File: config.mk
export PLATFORM = sky130hd
export DESIGN_NAME = cesr_block
export DESIGN_NICKNAME = d
export VERILOG_FILES = /design/src/hdl/cesr_block.v
export VERILOG_INCLUDE_DIRS = /design/src /design/src/hdl
export SDC_FILE = /design/constraint.sdc
export NUM_CORES = 1
export LEC_CHECK = 0
export ABC_AREA = 1
export BUFFER_PORTS_ARGS = -buffer_cell sky130_fd_sc_hd__buf_2
export CAP_MARGIN = 10
export CORE_UTILIZATION = 30
export CTS_CLUSTER_DIAMETER = 50
export DETAILED_ROUTE_END_ITERATION = 6
export PLACE_DENSITY = 0.51
export SYNTH_ARGS = -nofsm -noshare
export SYNTH_HDL_FRONTEND = slang
export SYNTH_SLANG_ARGS = --single-unit
File: constraint.sdc
create_clock -name clk -period 4.5 [get_ports clk]
set_input_delay 0.45 -clock clk [delete_from_list [all_inputs] [get_ports clk]]
set_output_delay 0.45 -clock clk [all_outputs]
set_load 0.05 [all_outputs]
File: src/hdl/cesr_consts.vh
// Constants for the CAN error status and receive count block.
// How it works
// - Writing zero leaves valid, wake, overrun flags; writing one clears them.
// - A set event in the same cycle beats a software clear.
// - Bus-off flag reads one while transmit error count exceeds 255.
// - Bus-off clears after 128 runs of 11 recessive bits, or hard reset.
// - Every change of the bus-off flag raises an interrupt pulse.
// - Receive warning is one when receive count is 96 or more.
// - Transmit warning is one when transmit count is 96 or more.
// - Config acknowledge follows init only once bus and internals are idle.
// - While bus-off, init is ignored and acknowledge stays zero.
// - Valid flag sets at end of every error-free received frame.
// - Valid flag clears on write of one or when init is set.
// - Wake flag sets on bus activity in sleep or refused sleep request.
// - Error interrupt stays high while wake flag is set.
// - Wake flag clears on write of one or when init is set.
// - RAM access shortfall sets overrun flag and error interrupt together.
// - Failed transmit fetch keeps the request set for a retransmit.
// - Late receive store in next frame's first six bits blocks flags.
// - Late identifier compare in next frame's first six bits drops message.
// - Transmit error count reads as an 8-bit read-only register, reset 0.
// - Receive error count reads as an 8-bit read-only register, reset 0.
// - Buffer config readable always, writable only in configuration mode.
// - Count field 1..16, though reset and a write of 0 leave it 0; top bit with nonzero low part becomes 16.
// - Init bit is only a request; it acts once granted.
// - Hard reset while bus-off enters configuration with init and ack set.
`ifndef CESR_CONSTS_VH
`define CESR_CONSTS_VH
`define CESR_ADDR_ERR_STATUS 16'hFFB4
`define CESR_ADDR_RX_BUF_CFG 16'hFFB7
`define CESR_ADDR_TX_ERR_CNT 16'hFFB5
`define CESR_ADDR_RX_ERR_CNT 16'hFFB6
`define CESR_ERR_STATUS_RST  8'h00
`define CESR_RX_BUF_CFG_RST  8'hC0
`define CESR_BIT_BUS_OFF     7
`define CESR_BIT_RX_WARN     6
`define CESR_BIT_TX_WARN     5
`define CESR_BIT_CFG_ACK     3
`define CESR_BIT_VALID       2
`define CESR_BIT_WAKE        1
`define CESR_BIT_OVER        0
`define CESR_BIT_HARD_RESET  5
`define CESR_BUS_OFF_LIMIT   9'h0FF
`define CESR_WARN_LEVEL      9'h060
`define CESR_IDLE_BITS       4'hB
`define CESR_IDLE_RUNS       8'h80
`define CESR_SIX_BITS        3'h6
`define CESR_COUNT_MAX       5'h10
`define CESR_FIFO_WIDTH      8
`define CESR_FIFO_DEPTH      8
`endif

File: src/hdl/cesr_block.v
// CAN error status, error counters and receive buffer count logic.
`timescale 1ns/1ps
`default_nettype none
`include "cesr_consts.vh"

module cesr_fifo #(
  parameter WIDTH = 8,
  parameter DEPTH = 8,
  parameter AW    = 3
) (
  input  wire             clk,
  input  wire             rst,
  input  wire [WIDTH-1:0] in_data,
  input  wire             in_valid,
  output wire             in_ready,
  output reg  [WIDTH-1:0] out_data,
  output wire             out_valid,
  input  wire             out_ready
);
  reg [WIDTH-1:0] mem [0:DEPTH-1];
  reg [AW:0]      wr_ptr;
  reg [AW:0]      rd_ptr;
  wire            empty;
  wire            full;
  assign empty     = (wr_ptr == rd_ptr);
  assign full      = (wr_ptr[AW-1:0] == rd_ptr[AW-1:0]) &&
                     (wr_ptr[AW] != rd_ptr[AW]);
  assign in_ready  = ~full;
  assign out_valid = ~empty;
  always @* begin
    out_data = mem[rd_ptr[AW-1:0]];
  end
  always @(posedge clk) begin
    if (in_valid && !full) begin
      mem[wr_ptr[AW-1:0]] <= in_data;
    end
  end
  always @(posedge clk or posedge rst) begin
    if (rst) begin
      wr_ptr <= {(AW+1){1'b0}};
      rd_ptr <= {(AW+1){1'b0}};
    end else begin
      if (in_valid && !full) begin
        wr_ptr <= wr_ptr + 1'b1;
      end
      if (out_ready && !empty) begin
        rd_ptr <= rd_ptr + 1'b1;
      end
    end
  end
endmodule

module cesr_block (
  input  wire        clk,
  input  wire        rst,
  input  wire [15:0] sfr_addr,
  input  wire [7:0]  sfr_wdata,
  input  wire        sfr_wr,
  input  wire        sfr_rd,
  output reg  [7:0]  sfr_rdata,
  input  wire        init_request,
  input  wire        sleep_request,
  output reg         init_set_by_reset,
  input  wire        rx_pin,
  input  wire        proto_busy,
  input  wire        internal_busy,
  input  wire        sleep_mode,
  input  wire        bit_tick,
  input  wire        frame_ok,
  input  wire        frame_start,
  input  wire        rx_err_inc1,
  input  wire        rx_err_inc8,
  input  wire        rx_err_dec,
  input  wire        tx_err_inc8,
  input  wire        tx_err_dec,
  input  wire        tx_fetch_fail,
  input  wire        rx_store_busy,
  input  wire        id_cmp_busy,
  input  wire [7:0]  rx_byte,
  input  wire        rx_byte_valid,
  output wire        rx_byte_ready,
  output wire [7:0]  store_data,
  output wire        store_valid,
  input  wire        store_ready,
  output reg         rx_flags_block,
  output reg         msg_discard,
  output reg         tx_request_hold,
  output reg         status_irq,
  output wire        error_irq,
  output wire [4:0]  rx_buffer_count
);
  reg       rx_meta;
  reg       rx_sync;
  reg [8:0] tx_cnt;
  reg [7:0] rx_cnt;
  reg       bus_off_flag;
  reg       rx_err_warn_flag;
  reg       tx_err_warn_flag;
  reg       config_mode_ack;
  reg       valid_flag;
  reg       wake_flag;
  reg       over_flag;
  reg       over_pulse;
  reg [7:0] cfg;
  reg [3:0] idle_bits;
  reg [7:0] idle_runs;
  reg [2:0] frame_bits;
  reg       store_late;
  reg       cmp_late;
  wire      wr_status;
  wire      hard_reset;
  wire      over_event;
  wire      in_frame_head;
  wire      next_bus_off;
  wire      next_rx_warn;
  wire      next_tx_warn;

  function [4:0] cesr_norm_count;
    input [4:0] raw;
    begin
      if (raw[4] && (raw[3:0] != 4'h0)) begin
        cesr_norm_count = `CESR_COUNT_MAX;
      end else begin
        cesr_norm_count = raw;
      end
    end
  endfunction

  // Warning compare shared by both counters and by the interrupt term.
  function cesr_at_warn;
    input [8:0] count;
    begin
      cesr_at_warn = (count >= `CESR_WARN_LEVEL);
    end
  endfunction

  assign wr_status  = sfr_wr && (sfr_addr == `CESR_ADDR_ERR_STATUS);
  assign hard_reset = sfr_wr && (sfr_addr == `CESR_ADDR_RX_BUF_CFG) &&
                      sfr_wdata[`CESR_BIT_HARD_RESET] && bus_off_flag;
  assign in_frame_head = (frame_bits < `CESR_SIX_BITS);
  // A hard reset drops bus-off at once, so the granted mode is not held
  // back a cycle by a stale flag and the falling change still interrupts.
  assign next_bus_off = !hard_reset && (tx_cnt > `CESR_BUS_OFF_LIMIT);
  assign next_rx_warn = cesr_at_warn({1'b0, rx_cnt});
  assign next_tx_warn = cesr_at_warn(tx_cnt);
  assign over_event = tx_fetch_fail || (frame_start && rx_store_busy) ||
                      (frame_start && id_cmp_busy) ||
                      (in_frame_head && (store_late || cmp_late));
  assign error_irq  = wake_flag || over_pulse;
  assign rx_buffer_count = cfg[4:0];

  // Receive bytes queue for RAM storage; a full queue stalls the source.
  cesr_fifo #(
    .WIDTH (`CESR_FIFO_WIDTH),
    .DEPTH (`CESR_FIFO_DEPTH),
    .AW    (3)
  ) u_fifo (
    .clk       (clk),
    .rst       (rst),
    .in_data   (rx_byte),
    .in_valid  (rx_byte_valid),
    .in_ready  (rx_byte_ready),
    .out_data  (store_data),
    .out_valid (store_valid),
    .out_ready (store_ready)
  );

  always @(posedge clk or posedge rst) begin
    if (rst) begin
      rx_meta <= 1'b1;
      rx_sync <= 1'b1;
    end else begin
      rx_meta <= rx_pin;
      rx_sync <= rx_meta;
    end
  end

  // Error counters; saturating so the bus-off compare cannot wrap.
  always @(posedge clk or posedge rst) begin
    if (rst) begin
      tx_cnt <= 9'h000;
      rx_cnt <= 8'h00;
    end else if (hard_reset || (bus_off_flag && idle_runs ==
                 `CESR_IDLE_RUNS)) begin
      tx_cnt <= 9'h000;
      rx_cnt <= 8'h00;
    end else begin
      if (tx_err_inc8 && tx_cnt < 9'h1F8) begin
        tx_cnt <= tx_cnt + 9'h008;
      end else if (tx_err_dec && tx_cnt != 9'h000 && !bus_off_flag) begin
        tx_cnt <= tx_cnt - 9'h001;
      end
      if (rx_err_inc8 && rx_cnt < 8'hF8) begin
        rx_cnt <= rx_cnt + 8'h08;
      end else if (rx_err_inc1 && rx_cnt != 8'hFF) begin
        rx_cnt <= rx_cnt + 8'h01;
      end else if (rx_err_dec && rx_cnt != 8'h00) begin
        rx_cnt <= rx_cnt - 8'h01;
      end
    end
  end

  // Recessive bit runs counted on the synchronised receive pin.
  always @(posedge clk or posedge rst) begin
    if (rst) begin
      idle_bits <= 4'h0;
      idle_runs <= 8'h00;
    end else if (!bus_off_flag || hard_reset) begin
      idle_bits <= 4'h0;
      idle_runs <= 8'h00;
    end else if (bit_tick) begin
      if (!rx_sync) begin
        idle_bits <= 4'h0;
      end else if (idle_bits == `CESR_IDLE_BITS - 4'h1) begin
        idle_bits <= 4'h0;
        idle_runs <= idle_runs + 8'h01;
      end else begin
        idle_bits <= idle_bits + 4'h1;
      end
    end
  end

  // Status flags; warnings refreshed on frame end, bus-off on counter change.
  always @(posedge clk or posedge rst) begin
    if (rst) begin
      bus_off_flag     <= 1'b0;
      rx_err_warn_flag <= 1'b0;
      tx_err_warn_flag <= 1'b0;
      status_irq       <= 1'b0;
    end else begin
      bus_off_flag     <= next_bus_off;
      if (frame_ok) begin
        rx_err_warn_flag <= next_rx_warn;
        tx_err_warn_flag <= next_tx_warn;
      end
      status_irq <= (bus_off_flag != next_bus_off) ||
                    (frame_ok && (rx_err_warn_flag != next_rx_warn)) ||
                    (frame_ok && (tx_err_warn_flag != next_tx_warn));
    end
  end

  // Grant is held back by bus-off and by any activity still running.
  always @(posedge clk or posedge rst) begin
    if (rst) begin
      config_mode_ack   <= 1'b0;
      init_set_by_reset <= 1'b0;
    end else begin
      init_set_by_reset <= hard_reset;
      if (hard_reset) begin
        config_mode_ack <= 1'b1;
      end else if (!init_request) begin
        config_mode_ack <= 1'b0;
      end else if (bus_off_flag) begin
        config_mode_ack <= 1'b0;
      end else if (!proto_busy && !internal_busy) begin
        config_mode_ack <= 1'b1;
      end
    end
  end

  // Set terms come last so they win over a software clear.
  always @(posedge clk or posedge rst) begin
    if (rst) begin
      valid_flag <= 1'b0;
      wake_flag  <= 1'b0;
      over_flag  <= 1'b0;
      over_pulse <= 1'b0;
    end else begin
      over_pulse <= over_event;
      if (init_request) begin
        valid_flag <= 1'b0;
        wake_flag  <= 1'b0;
      end else if (wr_status) begin
        if (sfr_wdata[`CESR_BIT_VALID]) valid_flag <= 1'b0;
        if (sfr_wdata[`CESR_BIT_WAKE]) wake_flag <= 1'b0;
      end
      if (wr_status && sfr_wdata[`CESR_BIT_OVER]) begin
        over_flag <= 1'b0;
      end
      if (frame_ok) begin
        valid_flag <= 1'b1;
      end
      if ((sleep_mode && !rx_sync) || (sleep_request && proto_busy)) begin
        wake_flag <= 1'b1;
      end
      if (over_event) begin
        over_flag <= 1'b1;
      end
    end
  end

  // Late RAM work is judged over the first six bits of the next frame.
  always @(posedge clk or posedge rst) begin
    if (rst) begin
      frame_bits      <= `CESR_SIX_BITS;
      store_late      <= 1'b0;
      cmp_late        <= 1'b0;
      rx_flags_block  <= 1'b0;
      msg_discard     <= 1'b0;
      tx_request_hold <= 1'b0;
    end else begin
      if (frame_start) begin
        frame_bits <= 3'h0;
        store_late <= rx_store_busy;
        cmp_late   <= id_cmp_busy;
      end else if (bit_tick && in_frame_head) begin
        frame_bits <= frame_bits + 3'h1;
      end
      rx_flags_block <= (frame_start && rx_store_busy) ||
                        (in_frame_head && store_late);
      msg_discard    <= (frame_start && id_cmp_busy) ||
                        (in_frame_head && cmp_late);
      if (tx_fetch_fail) begin
        tx_request_hold <= 1'b1;
      end else if (frame_ok) begin
        tx_request_hold <= 1'b0;
      end
    end
  end

  always @(posedge clk or posedge rst) begin
    if (rst) begin
      cfg <= `CESR_RX_BUF_CFG_RST;
    end else if (sfr_wr && sfr_addr == `CESR_ADDR_RX_BUF_CFG &&
                 config_mode_ack) begin
      cfg <= {sfr_wdata[7:6], 1'b0,
              cesr_norm_count(sfr_wdata[4:0])};
    end
  end

  // Read data registered; unmapped addresses read zero.
  always @(posedge clk or posedge rst) begin
    if (rst) begin
      sfr_rdata <= 8'h00;
    end else if (sfr_rd) begin
      case (sfr_addr)
        `CESR_ADDR_ERR_STATUS: sfr_rdata <= {bus_off_flag, rx_err_warn_flag,
          tx_err_warn_flag, 1'b0, config_mode_ack, valid_flag, wake_flag,
          over_flag};
        `CESR_ADDR_RX_BUF_CFG: sfr_rdata <= cfg;
        `CESR_ADDR_TX_ERR_CNT: sfr_rdata <= tx_cnt[7:0];
        `CESR_ADDR_RX_ERR_CNT: sfr_rdata <= rx_cnt;
        default:               sfr_rdata <= 8'h00;
      endcase
    end
  end
endmodule
`default_nettype wire

==> flow_metrics.tcl, run 1 <==
set metrics [dict create \
    status "finished, final reports clean" \
    fin_crit_sh 0.650 \
    ys_types 50 \
    drc 0 \
    worstSetupPathType "flip-flop to primary output" \
    post-place-cells 1202 \
    drv_slew 0 \
    n_antenna_cell 0 \
    core-area_um2 23500 \
    yosysSeqAreaShare 0.521 \
    fmax_mhz 342 \
    syn_inst 820 \
    hold_viol 0 \
    clk_latency_ns 0.42 \
    die_height_um 157 \
    crit_arrival_ns 2.48 \
    tns_ns 0 \
    area_delta_synth_final_pct 18.7 \
    worst_slack_ns 1.57 \
    max-clock-path-buffers 2 \
    root_buffer "clkbuf_16" \
    post-place-ws_ns 2.10 \
    design.portCount 84 \
    relSlewSlack 0.422 \
    synth_most_common_cell "nand2_1" \
    worst_hold_path_type "input pin to flip-flop" \
    peakVddDrop_mv 0.356 \
    grt_max_degree 46 \
    ctsHoldBuffers 0 \
    cp-end-kind "primary output" \
    drtAntennaViolNets 0 \
    grtUsageTotal 0.160 \
    viasPerCell 4.55 \
    path_cells "inv_1 -> nor2_1 -> o21ai_0 -> a31oi_1 -> buf_2" \
    grt_pass1_vias 5487 \
    cap_violations 0 \
    cts_tree "done" \
    clkTransAtPathRegs_ns 0.07 \
    worst_ep_required_time_ns 4.05 \
    antenna_found_initial 1 \
    critPathLaunchType "flip-flop" \
    first_pass_iters 5 \
    cts_resized 0 \
    crit_slowest_cell "dfrtp_1" \
    synth-edff-count 64 \
    port_buffers 83 \
    initial_core_util 0.305 \
    skew_ns 0.0139 \
    yosys.area.top_type "edfxtp_1" \
    syn_avg_cell_area_um2 8.73 \
    htreeDepth 4 \
    fp.dieW_um 157 \
    postRouteWirelength_mm 18.5 \
    synth_area_leaders "edfxtp_1, dfrtp_1, nand2_1" \
    dpl.hpwl_mm 13.7 \
    power.density_nw_per_um2 611 \
    slowest_delay_ns 0.75 \
    post_cts_buffers 0 \
    final_cells 1234 \
    critPathMaxFanout 20 \
    synth_warnings 0 \
    gp_congestion 0.830 \
    clock-sinks 136 \
    worstMarginPinSlew_ns 0.864 \
    setup_viol 0 \
    std_cell_rows 56 \
    async_reset_ff_frac 0.529 \
    wl_per_cell_um 15.0 \
    dieArea_um2 24500 \
    layout_min_cycle_time_ns 2.93 \
    drt_iter0_drc 321 \
    nets 977 \
    synth_top_area_share 0.268 \
    p_leak_nw 3.88 \
    layout-drive-gt1-share 0.172 \
    yosys-top-cells-count "nand2_1, nor2_1, inv_1" \
    num_vias 5619 \
    r2r_slack_ns 2.09 \
    numCtsBuffers 17 \
    grt-ovfl-total 0 \
    grt_pass1_wl_mm 29.6 \
    synth_nets 895 \
    synth_seq_cells 136 \
    syn_area_um2 7160 \
    synth_flop_cell "dfrtp_1" \
    rsz0062_at_grt "no" \
]
## layer usage
layer / part of all wire / vias up / routed length [um] / track usage
met4: 0.013 / 0 / 234 / 0.0537
met3: 0.042 / 20 / 780 / 0.0313
met2: 0.46 / 127 / 8550 / 0.256
li1: - / 2869 / - / -
met1: 0.48 / 2603 / 8900 / 0.216
met5: 0 / - / 0 / 0
## worst max-delay path, delay by kind of cell, from the launching register on
family / cells / cell delay, ns
simple gates: 1 / 0.20
flops: 1 / 0.75
compound gates: 2 / 0.36
buf+inv: 2 / 0.74
## final cells by class
cell class	instances	area (um2)
Multi-Input combinational cell	572	2950
Sequential cell	136	3730
Timing Repair Buffer	86	438
Clock inverter	15	220
Clock buffer	17	425
Inverter	89	335
Fill cell	2434	15000
Tap cell	319	399
## state kept, by name (all words and copies together) (netlist names), 3 cells and up
register       count
u_fifo.rd_ptr      4
idle_bits          4
idle_runs          8
u_fifo.mem        64
sfr_rdata          8
rx_cnt             8
cfg                7
frame_bits         3
u_fifo.wr_ptr      4
tx_cnt             9
## cells by family (layout without fill, tap and decap cells)
| group | after synthesis | after routing | synth area share |
|---|---|---|---|
| muxes | 3 | 3 | 0.00454 |
| adders and majority gates | 20 | 20 | 0.0360 |
| DFF | 136 | 136 | 0.521 |
| AOI/OAI and AO/OA | 120 | 120 | 0.0938 |
| xor gates and xnor gates | 25 | 25 | 0.0306 |
| and+or+nand+nor | 404 | 404 | 0.248 |
| buffers and inverters | 112 | 207 | 0.0666 |
## path summary, 6_finish.rpt
path | from | end | depth (start not counted)
min in group asynchronous | rst | cfg[4]$_DFFE_PP0P_ | 2
setup / recovery | u_fifo.rd_ptr[1]$_DFFE_PP0P_ | store_data[1] | 5
hold reg to reg | rx_meta$_DFF_PP1_ | rx_sync$_DFF_PP1_ | 0
setup reg to reg | u_fifo.rd_ptr[1]$_DFFE_PP0P_ | u_fifo.mem[2][5]$_DFFE_PP_ | 6
max in group asynchronous | rst | cfg[6]$_DFFE_PP1P_ | 3
hold / removal | rx_pin | rx_meta$_DFF_PP1_ | 1
## placed cells by master, fill, tap and decap left out, drive strengths merged, types with 17 or more instances in the layout
master and n:
a21oi 17, buf 86, clkbuf 17, dfrtp 66, edfxtp 64, ha 19, inv 98, nand2 205
nand3 46, nor2 127, o21ai 73, xor2 21
## per-stage QoR
stage / power, W / util / hold slack (ns) / cell area (um2)
after global placement: 0.00368 / 0.335 / 0.347 / 7860
after CTS: 0.00523 / 0.362 / 0.114 / 8500
after floorplan: 0.00321 / - / 0.345 / 7160
after global routing: 0.00556 / 0.362 / 0.109 / 8500
final: 0.00519 / 0.362 / 0.131 / 8500
after detailed placement: 0.00368 / 0.335 / 0.348 / 7860
## power breakdown
part / total [W] / leakage [nW] / internal (W) / switching (W)
clock: 0.00154 / 0.319 / 0.000911 / 0.000625
combinational: 0.00186 / 2.09 / 0.000580 / 0.00128
sequential: 0.00180 / 1.47 / 0.00154 / 0.000260
Note: power is estimated with default switching activity, not from simulation.
==> inputs of run 2 (changes only) <==
ABC_AREA = 0   (was 1)
clock period = 3 ns   (was 4.5 ns; I/O delays follow)
==> run 2 against run 1 <==
Hold slack lost 0.051 ns. First-iteration DRC count increased by 19%. Critical path depth increased by 5. Sequential power increased by 50%. Via count fell by 22%. Area after synthesis down 9.1%. Largest power group is now registers.
==> flow_metrics.tcl, run 2 <==
set metrics [dict create \
    grt-ovfl-total 0 \
    multi_input_comb_area_um2 2530 \
    ys_types 64 \
    nets 689 \
    peakVddDrop_mv 0.384 \
    crit_arrival_ns 2.92 \
    power.density_nw_per_um2 923 \
    clock-sinks 136 \
    yosysSeqAreaShare 0.573 \
    cts_resized 0 \
    cap_violations 0 \
    grtUsageTotal 0.145 \
    fillCellCount 2040 \
    synth_nets 595 \
    status "finished, final reports clean" \
    dieArea_um2 22300 \
    clk_latency_ns 0.42 \
    synth_warnings 0 \
    synth_flop_cell "dfrtp_1" \
    drt_iter0_drc 382 \
    cts_tree "done" \
    worst_hold_path_type "input pin to flip-flop" \
    gp_congestion 0.901 \
    area_delta_synth_final_pct 21.0 \
    synth_seq_cells 136 \
    hold_viol 0 \
    fp.dieW_um 149 \
    num_vias 4385 \
    clkTransAtPathRegs_ns 0.06 \
    viasPerCell 4.86 \
    drtAntennaViolNets 0 \
    yosys.area.top_type "edfxtp_1" \
    post_cts_buffers 0 \
    ctsHoldBuffers 2 \
    layout_common_cells "buf_2, dfrtp_1, edfxtp_1" \
    syn_inst 520 \
    root_buffer "clkbuf_16" \
    first_pass_iters 4 \
    std_cell_rows 53 \
    synth_area_leaders "edfxtp_1, dfrtp_1, mux4_2" \
    n_antenna_cell 0 \
    grt_max_degree 38 \
    wl_per_cell_um 16.9 \
    numCtsBuffers 17 \
    port_buffers 83 \
    antenna_found_initial 0 \
    drc 0 \
    max-clock-path-buffers 2 \
    tns_ns 0 \
    p_leak_nw 3.19 \
    async_reset_ff_frac 0.529 \
    fin_crit_sh 0.872 \
    initial_core_util 0.308 \
    skew_ns 0.00626 \
    critPathLaunchType "flip-flop" \
    synth-edff-count 64 \
    yosys-top-cells-count "dfrtp_1, edfxtp_1, nor2_1" \
    mostFrequentLayoutCell "buf_2" \
    design.portCount 84 \
    htreeDepth 4 \
    cp-end-kind "flip-flop" \
    postRouteWirelength_mm 15.2 \
    holdWs_ns 0.0800 \
    synth_top_area_share 0.295 \
    drv_slew 0 \
    setup_viol 0 \
    worstSetupPathType "flip-flop to flip-flop" \
    dpl.hpwl_mm 11.1 \
    synth_most_common_cell "dfrtp_1" \
    layout-drive-gt1-share 0.295 \
    worst_ep_required_time_ns 3.30 \
    syn_avg_cell_area_um2 12.5 \
    fmax_mhz 382 \
    worstMarginPinSlew_ns 0.543 \
    core-area_um2 21200 \
    syn_area_um2 6510 \
    largest_reg_flops 64 \
    rsz0062_at_grt "no" \
    critPathMaxFanout 9 \
    seqCellArea_um2 3730 \
    grt_pass1_wl_mm 24.3 \
    die_height_um 149 \
    relSlewSlack 0.637 \
    layout_min_cycle_time_ns 2.62 \
    grt_pass1_vias 4509 \
]
-- run 2: layout make-up --
| type | count | area share |
|---|---|---|
| sequential | 136 | 0.474 |
| multi-input combinational | 326 | 0.321 |
| timing repair buffer | 100 | 0.0711 |
| clock buffer | 17 | 0.0540 |
| tap | 275 | 0.0437 |
| clock inverter | 15 | 0.0213 |
| inverter | 33 | 0.0157 |
-- run 2: logic make-up after synthesis --
group           after synthesis  synth area share
simple gates                148             0.123
buf+inv                      58            0.0392
mux                          40            0.0961
flops                       136             0.573
xor+xnor                     33            0.0444
compound gates               85            0.0851
fa+ha+maj                    20            0.0396
-- run 2: path summary, 6_finish.rpt --
kind / to / cells after the start / start / slack, ns
setup / recovery: rx_cnt[7]$_DFFE_PP0P_ / 10 / rx_cnt[5]$_DFFE_PP0P_ / 0.38
hold / removal: tx_request_hold$_DFFE_PP0P_ / 2 / tx_fetch_fail / 0.08
setup reg to reg: rx_cnt[7]$_DFFE_PP0P_ / 10 / rx_cnt[5]$_DFFE_PP0P_ / 0.38
hold reg to reg: rx_sync$_DFF_PP1_ / 0 / rx_meta$_DFF_PP1_ / 0.37
max in group asynchronous: cfg[7]$_DFFE_PP1P_ / 4 / rst / 2.08
min in group asynchronous: idle_runs[4]$_DFFE_PP0P_ / 4 / rst / 0.54
-- run 2: per-stage QoR --
stage	total power, W	util	area [um2]	cells	setup slack (ns)
2_1_floorplan	0.00456	-	6510	520	0.329
3_3_place_gp	0.00516	0.343	7270	868	0.552
3_5_place_dp	0.00523	0.343	7270	868	0.442
4_1_cts	0.00736	0.372	7880	902	0.419
5_1_grt	0.00768	0.372	7880	902	0.205
6_report	0.00727	0.372	7880	902	0.383
-- run 2: metal layers --
| layer | GRT usage | vias to the layer above | routed length, um |
|---|---|---|---|
| met5 | 0 | - | 0 |
| met4 | 0.0454 | 0 | 180 |
| met1 | 0.184 | 2157 | 6780 |
| met3 | 0.0364 | 16 | 709 |
| met2 | 0.240 | 118 | 7550 |
| li1 | - | 2094 | - |
-- run 2: power by group --
part / total, W / switching (W) / leakage [nW] / internal [W]
combinational: 0.00248 / 0.00144 / 1.46 / 0.00104
sequential: 0.00270 / 0.000374 / 1.44 / 0.00232
clock: 0.00209 / 0.000905 / 0.287 / 0.00119
total: 0.00727 / 0.00272 / 3.19 / 0.00455
-- run 2: critical path, stage by stage, from the launching register on --
cell     delay, ns
dfrtp_1       0.49
nand4_1       0.14
o21ai_0       0.23
buf_4         0.20
ha_1          0.24
a21o_1        0.19
o21ai_0       0.23
a32oi_1       0.16
mux2i_1       0.14
o21ai_1       0.14
mux2_2        0.34
